===== src/include/tid_pkg.sv =====
package tid_pkg;

    // ----------------------------------------------------------------
    // program memory map
    // ----------------------------------------------------------------
    localparam logic [13:0] TABLE_LO       = 14'h0020;
    localparam logic [13:0] TABLE_HI       = 14'h007F;
    localparam logic [13:0] TABLE_TGT_MAX  = 14'h3FFF;

    // ----------------------------------------------------------------
    // data memory bit areas
    // ----------------------------------------------------------------
    localparam logic [11:0] FMEM_A_LO      = 12'hFB0;
    localparam logic [11:0] FMEM_A_HI      = 12'hFBF;
    localparam logic [11:0] FMEM_B_LO      = 12'hFF0;
    localparam logic [11:0] PMEM_LO        = 12'hFC0;
    localparam logic [11:0] AREA_TOP       = 12'hFFF;
    localparam logic [3:0]  FIXED_BANK     = 4'hF;

    // ----------------------------------------------------------------
    // opcodes (internal encoding)
    // ----------------------------------------------------------------
    localparam logic [7:0] OP_NOP          = 8'h00;
    localparam logic [7:0] OP_TIE          = 8'h01;
    localparam logic [7:0] OP_SKIP_NZ      = 8'h02;
    localparam logic [7:0] OP_STR_A        = 8'h03;
    localparam logic [7:0] OP_STR_B        = 8'h04;
    localparam logic [7:0] OP_INCS_L       = 8'h05;
    localparam logic [7:0] OP_BIT_SET      = 8'h10;
    localparam logic [7:0] OP_BIT_CLR      = 8'h11;
    localparam logic [7:0] OP_BIT_TST      = 8'h12;
    localparam logic [7:0] OP_BIT_MOV      = 8'h13;
    localparam logic [7:0] OP_BIT_AND      = 8'h14;
    localparam logic [7:0] OP_BIT_OR       = 8'h15;
    localparam logic [7:0] OP_BIT_XOR      = 8'h16;
    localparam logic [7:0] OP_BR_TBL       = 8'h40;
    localparam logic [7:0] OP_CALL_TBL     = 8'h80;
    localparam logic [1:0] ENT_KIND_BRANCH = 2'h1;
    localparam logic [1:0] ENT_KIND_CALL   = 2'h2;

    localparam logic [1:0] MODE_FMEM       = 2'h0;
    localparam logic [1:0] MODE_PMEM       = 2'h1;
    localparam logic [1:0] MODE_HMEM       = 2'h2;

    localparam logic [1:0] GRP_NONE        = 2'h0;
    localparam logic [1:0] GRP_A           = 2'h1;
    localparam logic [1:0] GRP_B           = 2'h2;

    localparam logic [13:0] PC_RESET       = 14'h0000;

    typedef enum logic [1:0] {
        ST_FETCH = 2'b00,
        ST_TBL   = 2'b01,
        ST_EXEC  = 2'b11
    } state_e;

    typedef struct packed {
        logic [1:0]  group;
        logic        is_skip;
        logic        is_bit;
        logic        is_tie;
    } decode_s;

    typedef struct packed {
        logic        valid;
        logic [11:0] addr;
        logic [2:0]  op;
    } bit_req_s;

endpackage : tid_pkg


===== src/logic/table_indirect_bit_decode.sv =====
`timescale 1ns/1ps

module table_indirect_bit_decode
    import tid_pkg::*;
(
    // clock and reset
    input  wire logic        clk,
    input  wire logic        resetn,
    // program memory
    output logic [13:0]      pm_addr,
    input  wire logic [7:0]  pm_data,
    // core state
    input  wire logic        skip_cond,
    input  wire logic        bank_enable_flag,
    input  wire logic [3:0]  bank_select_value,
    input  wire logic [3:0]  ptr_low,
    input  wire logic [3:0]  ptr_high,
    // execution results
    output logic [13:0]      pc,
    output logic             call_req,
    output logic [13:0]      call_target,
    output logic             entry_fault,
    output bit_req_s         bit_req,
    output logic [3:0]       active_memory_bank,
    output logic             skip_flag
);

    // ----------------------------------------------------------------
    // shared decoding
    // ----------------------------------------------------------------
    // same decoder
    function automatic decode_s decode(input logic [7:0] op);
        decode_s d;
        d = '0;
        d.is_tie  = (op == OP_TIE);
        d.is_skip = (op == OP_SKIP_NZ) || (op == OP_INCS_L) || (op == OP_BIT_TST);
        d.is_bit  = (op[7:4] == 4'h1);
        d.group   = (op == OP_STR_A) ? GRP_A : (op == OP_STR_B) ? GRP_B : GRP_NONE;
        return d;
    endfunction : decode

    function automatic logic [11:0] bit_addr(input logic [1:0] mode, input logic [5:0] fld,
                                             input logic [3:0] mb, input logic [3:0] hp);
        logic [11:0] a;
        a = '0;
        case (mode)
            MODE_FMEM: a = fld[4] ? (FMEM_B_LO | {8'h00, fld[3:0]}) : (FMEM_A_LO | {8'h00, fld[3:0]});
            MODE_PMEM: a = PMEM_LO | {6'h00, fld[3:0], 2'b00};
            default:   a = {mb, hp, fld[3:0]};
        endcase
        return a;
    endfunction : bit_addr

    // ----------------------------------------------------------------
    // sequencer
    // ----------------------------------------------------------------
    state_e      state, next_state;
    logic [13:0] next_pc, next_pm_addr, next_call_target;
    logic [13:0] ret_pc, next_ret_pc;
    logic [7:0]  ent0, next_ent0;
    logic [1:0]  last_grp, next_last_grp;
    logic        next_skip_flag, next_call_req, next_entry_fault;
    bit_req_s    next_bit_req;
    logic [3:0]  next_mb;
    decode_s     dc;
    logic [3:0]  bit_sel;

    always_comb begin
        next_state       = state;
        next_pc          = pc;
        next_pm_addr     = pm_addr;
        next_ret_pc      = ret_pc;
        next_ent0        = ent0;
        next_last_grp    = last_grp;
        next_skip_flag   = skip_flag;
        next_call_req    = 1'b0;
        next_call_target = call_target;
        next_entry_fault = 1'b0;
        next_bit_req     = '0;
        next_mb          = bank_enable_flag ? bank_select_value : 4'h0;
        dc               = decode(pm_data);
        bit_sel          = ptr_low;
        case (state)
            ST_FETCH: begin
                next_pc      = 14'(pc + 14'd1);
                next_pm_addr = 14'(pc + 14'd1);
                if (skip_flag) begin
                    next_skip_flag = 1'b0;
                end else if (dc.is_tie) begin
                    next_ret_pc  = 14'(pc + 14'd1);
                    next_pm_addr = TABLE_LO;
                    next_state   = ST_TBL;
                end else if (dc.group != GRP_NONE && dc.group == last_grp) begin
                    next_last_grp = dc.group;
                end else begin
                    next_last_grp  = dc.group;
                    next_skip_flag = dc.is_skip && skip_cond;
                    if (dc.is_bit) begin
                        next_bit_req.valid = 1'b1;
                        next_bit_req.op    = pm_data[2:0];
                        next_bit_req.addr  = bit_addr(MODE_HMEM, {2'b00, bit_sel}, active_memory_bank, ptr_high);
                    end
                end
            end
            ST_TBL: begin
                next_ent0 = pm_data;
                next_pm_addr = 14'(pm_addr | 14'h0001);
                next_state   = ST_EXEC;
            end
            ST_EXEC: begin
                next_state   = ST_FETCH;
                next_pc      = ret_pc;
                next_pm_addr = ret_pc;
                if (ent0[7:6] == ENT_KIND_BRANCH || ent0[7:6] == ENT_KIND_CALL) begin
                    next_entry_fault = ({ent0[5:0], pm_data} > TABLE_TGT_MAX);
                    next_pc          = {ent0[5:0], pm_data};
                    next_pm_addr     = {ent0[5:0], pm_data};
                    next_call_req    = (ent0[7:6] == ENT_KIND_CALL);
                    next_call_target = {ent0[5:0], pm_data};
                    next_last_grp    = GRP_NONE;
                end else if (decode(ent0).group != GRP_NONE) begin
                    next_last_grp = decode(ent0).group;
                end else begin
                    next_skip_flag = decode(ent0).is_skip && skip_cond;
                    next_last_grp  = GRP_NONE;
                    if (decode(ent0).is_bit) begin
                        next_bit_req.valid = 1'b1;
                        next_bit_req.op    = ent0[2:0];
                        // indirect mode uses the active bank
                        next_bit_req.addr  = bit_addr(pm_data[7:6], pm_data[5:0], active_memory_bank, ptr_high);
                    end
                end
            end
            default: next_state = ST_FETCH;
        endcase
    end

    always_ff @(posedge clk or negedge resetn) begin
        if (!resetn) begin
            state              <= ST_FETCH;
            pc                 <= PC_RESET;
            pm_addr            <= PC_RESET;
            ret_pc             <= PC_RESET;
            ent0               <= OP_NOP;
            last_grp           <= GRP_NONE;
            skip_flag          <= 1'b0;
            call_req           <= 1'b0;
            call_target        <= PC_RESET;
            entry_fault        <= 1'b0;
            bit_req            <= '0;
            active_memory_bank <= 4'h0;
        end else begin
            state              <= next_state;
            pc                 <= next_pc;
            pm_addr            <= next_pm_addr;
            ret_pc             <= next_ret_pc;
            ent0               <= next_ent0;
            last_grp           <= next_last_grp;
            skip_flag          <= next_skip_flag;
            call_req           <= next_call_req;
            call_target        <= next_call_target;
            entry_fault        <= next_entry_fault;
            bit_req            <= next_bit_req;
            active_memory_bank <= next_mb;
        end
    end
endmodule : table_indirect_bit_decode


===== config.mk =====
export PLATFORM = sky130hd
export DESIGN_NAME = table_indirect_bit_decode
export DESIGN_NICKNAME = d
export VERILOG_FILES = /design/src/include/tid_pkg.sv /design/src/logic/table_indirect_bit_decode.sv
export SDC_FILE = /design/constraint.sdc
export NUM_CORES = 1
export LEC_CHECK = 0
export ABC_AREA = 1
export BUFFER_PORTS_ARGS = -buffer_cell sky130_fd_sc_hd__buf_2
export CORE_AREA = 5 5 85 146
export DETAILED_ROUTE_END_ITERATION = 10
export DIE_AREA = 0 0 90 151
export PLACE_DENSITY_LB_ADDON = 0.3
export SYNTH_ARGS = -nofsm -noshare
export SYNTH_HDL_FRONTEND = slang
export SYNTH_SLANG_ARGS = --single-unit

===== constraint.sdc =====
create_clock -name clk -period 3.2 [get_ports clk]
set_input_delay 0.32 -clock clk [delete_from_list [all_inputs] [get_ports clk]]
set_output_delay 0.32 -clock clk [all_outputs]
set_load 0.1 [all_outputs]

Word-level counts from Yosys, hierarchy flattened
Cells that the tools add are included.
{ "word_totals": {"wordCells": 101, "input_bits": 24, "reg_bits": 91, "out_inout_bits": 65} }
{ "classes": {"eq_ne": 24, "n_mux": 38, "n_reduce_logical": 20, "n_bitwise": 2, "add_sub_neg": 1, "n_lt_le_gt_ge": 1} }
{ "op_table": {"columns": ["cell", "count"], "rows": [
  ["two-way mux 16 bit", 7],
  ["two-way mux 14 bit", 3],
  ["one-hot mux 14 bit (3 select lines)", 1],
  ["== test 8 x 2 -> 1 bit (second input constant)", 4],
  ["== test 8 x 3 -> 1 bit (second input constant)", 4],
  ["one-hot mux 16 bit (2 select lines)", 1],
  ["one-hot mux 14 bit (2 select lines)", 1],
  ["one-hot mux 12 bit (2 select lines)", 1],
  ["two-way mux 2 bit", 10],
  ["== test 8 x 5 -> 1 bit (second input constant)", 2],
  ["adder 14 x 1 -> 14 bit (second input constant)", 1],
  ["greater-than comparator 14 bit (second input constant)", 1],
  ["!= test 2 bit (second input constant)", 5],
  ["two-way mux 1 bit", 9],
  ["AND reduction 3 bit", 3],
  ["== test 4 x 1 -> 1 bit (second input constant)", 2],
  ["== test 8 x 1 -> 1 bit (second input constant)", 1],
  ["one-hot mux 2 bit (2 select lines)", 2],
  ["two-way mux 7 bit", 1],
  ["== test 2 x 1 -> 1 bit (second input constant)", 3],
  ["AND reduction 2 bit", 3],
  ["nonzero test 2 bit", 3],
  ["logical OR 1 bit", 5],
  ["== test 2 bit (second input constant)", 2],
  ["other kinds (7)", 11]
]} }

Logic depth before layout (Yosys ltp)
{ "logic_depth": {"depth_word": 9, "mapped_depth": 11} }

Worst setup path after synthesis
Ideal clock, no wire load.
{ "synth_timing": {"kind": "reg2reg", "from": "register pc[0]", "to": "register pm_addr[8]", "required_ns": 3.122, "synth_period_minus_slack_ns": 2.130, "n_path_buf": 0, "slack_ns": 1.070, "arrival_time_ns": 2.053, "setup_ns": 0.078, "path_stages_with_launch": 8, "path_cell_list": "dfrtp_1 > ha_1 > nand3_1 > inv_1 > nand2_1 > xnor2_1 > nand2_1 > a21oi_1"} }
{ "synth_between": {"elab_chain_len": 4} }
{ "synth_rtl": {"columns": ["element", "line_no", "source"], "rows": [
  ["start: declaration", "table_indirect_bit_decode.sv:19", "output logic [13:0] pc,"],
  ["start signal: assignment", "table_indirect_bit_decode.sv:154", "pc <= next_pc;"],
  ["adder 14 x 1 -> 14 bit (*)", "table_indirect_bit_decode.sv:86", "next_pm_addr = 14'(pc + 14'd1);"],
  ["two-way mux 14 bit", "table_indirect_bit_decode.sv:89", "end else if (dc.is_tie) begin"],
  ["two-way mux 14 bit (*)", "table_indirect_bit_decode.sv:87", "if (skip_flag) begin"],
  ["one-hot mux 14 bit (3 select lines) (*)", "table_indirect_bit_decode.sv:83", "case (state)"],
  ["end signal: assignment", "table_indirect_bit_decode.sv:155", "pm_addr <= next_pm_addr;"],
  ["end: declaration", "table_indirect_bit_decode.sv:10", "output logic [13:0] pm_addr,"]
]} }
Mark *: on every way between the ends. The rest lies on a longest branch, timed or not.
A chain may end at the register's enable or synchronous reset.

==> metrics.md <==
| Metric | Value |
|---|---|
| Status | finished, final reports clean |
| Final TNS setup | 0 ns |
| WP buf/inv | 2 |
| Fmax | 0.520 GHz |
| Vias in the first global route | 4006 |
| Site Rows | 51 |
| Worst path max stage delay | 0.53 ns |
| CP cell instances | inv_1 -> ha_1 -> inv_1 -> nand2_2 -> nor3_4 -> o221ai_1 -> a21oi_1 |
| Wire per inst | 16.0 um |
| Final Cycle Share | 60.1% |
| Post-synthesis register bit count | 89 |
| Slew headroom | 41.8% |
| Worst slew pin tran | 0.873 ns |
| Clock root cell | clkbuf_16 |
| Primary FF master, synth | dfrtp_1 |
| Crit. End Element | flop |
| # hold bufs at CTS | 0 |
| Max_cap viols | 0 |
| CTS HTree Levels | 3 |
| I/O Buffers | 88 |
| Clock Pin Slew Worst Setup and Hold Paths | 0.06 ns |
| Largest net degree at the start of global routing | 68 |
| Count of different cell masters after synthesis | 31 |
| Share of flip-flops with an asynchronous set or reset | 100% |
| Vias | 3827 |
| Post-synth top cells | 170 x nand2_1, 89 x dfrtp_1, 63 x nor2_1 |
| DR DRC count | 0 |
| Crit path DAT | 2.18 ns |
| Worst Hold Class | primary input to async pin |
| Final nets | 649 |
| Setup Fix Bufs, Post-CTS | 0 |
| Req. time, crit path | 3.45 ns |
| Most frequent CP cell | inv_1 |
| Yosys top cell area share | 51.3% |
| Starting Density | 39.4% |
| Area Growth Syn to Fin | 19.0% |
| Layout cell share with drive strength beyond 1 | 20.9% |
| Netlist Area Pre-Place | 4340 um2 |
| First DRT Iteration DRCs | 255 |
| Skew final | 0.00614 ns |
| ANT cells | 0 |
| Latest clock arrival within the worst-skew pair | 0.34 ns |
| Clock period minus worst slack | 1.92 ns |
| Post-CTS sizing | 0 |
| Die extent in x | 90 um |
| Die Footprint | 13600 um2 |
| Crit-path max FO | 16 |
| GRT Residual Overflow | 0 |
| Post-synth net total | 571 |
| Initial antenna violation count | 0 |
| Unrepaired setup endpoints after global routing | no |
| Critical path class | flop to flop |
| CP top delay family | simple AND/OR/NAND/NOR gates |
| Slowest CP cell | nor3_4 |
| Final setup fails | 0 |
| Top-level I/O count | 89 |
| Avg Vias per Cell | 5.07 |
| Gr usage total | 18.2% |
| Startpoint Class | flop |
| Post-Route WL | 12100 um |
| Hold Fails Final Rpt | 0 |
| Post-synthesis sequential area ratio | 51.3% |
| Leading area contributor after synthesis | dfrtp_1 |
| EDFF count, synth | 0 |
| Die height | 151 um |
| TritonCTS clock tree | done |
| CTS Buf Count | 9 |
| TritonCTS Sinks | 89 |
| Max clock buf depth | 2 |
| Most common cell in the synthesized netlist | nand2_1 |
| 1st-pass router iterations | 4 |
| Synth Instances | 540 |
| DRT antenna net count | 0 |
| Synth top area cells | dfrtp_1 51%, nand2_1 15%, nor2_1 5.4%, a21oi_1 4.0%, inv_1 3.5% |
| Post-DP HPWL | 9010 um |
| Global-route wire length before repair | 19700 um |
| Ys Warns | 0 |
| Core Area | 11000 um2 |
| Syn Area/Cell | 8.04 um2 |
| Final GP Congestion | 0.850 |
| Fin. max-slew vios | 0 |
-- logic make-up (layout without fill, tap and decap cells) --
family / after synthesis / in the layout / share of synthesized area (%)
xor gates and xnor gates: 5 / 5 / 1.01
AOI/OAI and AO/OA: 78 / 78 / 10.3
DFF: 89 / 89 / 51.3
other: 1 / 1 / 0.0863
buffers and inverters: 73 / 156 / 7.60
and+or+nand+nor: 287 / 287 / 27.8
adders and majority gates: 7 / 7 / 2.02
-- final cells by class --
class / instances / area, um2
Fill cell: 1103 / 5870
Sequential cell: 89 / 2230
Multi-Input combinational cell: 378 / 1790
Timing Repair Buffer: 92 / 473
Clock buffer: 11 / 233
Inverter: 48 / 180
Tap cell: 132 / 165
Clock inverter: 5 / 104
-- path summary, 6_finish.rpt --
kind                                       from                    end  slack [ns]  cells after the start
max                                     ent0[6]             bit_req[8]        1.28                      7
max in group asynchronous                resetn            bit_req[12]        2.38                      2
max reg2reg                             ent0[6]             bit_req[8]        1.28                      7
min                                      resetn         call_target[0]         0.1                      1
min in group clk           bank_select_value[3]  active_memory_bank[3]        0.17                      3
min reg2reg                      call_target[2]         call_target[2]        0.47                      2
-- registers in the layout (all words and copies together), names as in the netlist, 2 cells and up --
signal / flops
bit_req: 16
active_memory_bank: 4
ret_pc: 14
ent0: 8
state: 2
pc: 14
call_target: 14
pm_addr: 14
-- layout by cell type (no fill, tap or decap), types with 3 or more instances in the layout --
| cell type | n |
|---|---|
| a211oi_1 | 7 |
| a21oi_1 | 35 |
| a22oi_1 | 7 |
| buf_2 | 87 |
| buf_4 | 5 |
| bufinv_16 | 3 |
| clkbuf_16 | 9 |
| dfrtp_1 | 89 |
| ha_1 | 7 |
| inv_1 | 40 |
| inv_2 | 7 |
| nand2_1 | 170 |
| nand2_2 | 5 |
| nand3_1 | 29 |
| nand4_1 | 7 |
| nor2_1 | 63 |
| nor2_2 | 6 |
| o21ai_0 | 22 |
| o221ai_1 | 3 |
| xor2_1 | 4 |
-- metrics by stage --
step | utilization [%] | setup slack [ns] | hold WS, ns | cells | area, um2
6_report | 46.8 | 1.28 | 0.0988 | 755 | 5170
5_1_grt | 46.8 | 1.08 | 0.180 | 755 | 5170
4_1_cts | 46.8 | 1.28 | 0.127 | 755 | 5170
3_5_place_dp | 43.8 | 1.29 | 0.461 | 739 | 4830
3_3_place_gp | 43.8 | 1.32 | 0.462 | 739 | 4830
2_1_floorplan | - | 1.07 | 0.0244 | 540 | 4340
-- worst register-to-register path, cell delays in order, from the launching register on --
cell and delay (ns):
dfrtp_1 0.36, inv_1 0.10, ha_1 0.25, inv_1 0.07, nand2_2 0.07, nor3_4 0.53, o221ai_1 0.25, a21oi_1 0.23
-- metal layers --
| layer | part of all wire [%] | global-route usage, % | up-vias |
|---|---|---|---|
| li1 | - | - | 1877 |
| met1 | 39 | 19.8 | 1798 |
| met2 | 53 | 32.9 | 127 |
| met3 | 4.9 | 3.78 | 25 |
| met4 | 3.6 | 9.61 | 0 |
| met5 | 0 | 0 | - |
Power is left out: the tool's default activity adds up to more than one toggle a clock period on the data nets, which glitch-free logic cannot reach.
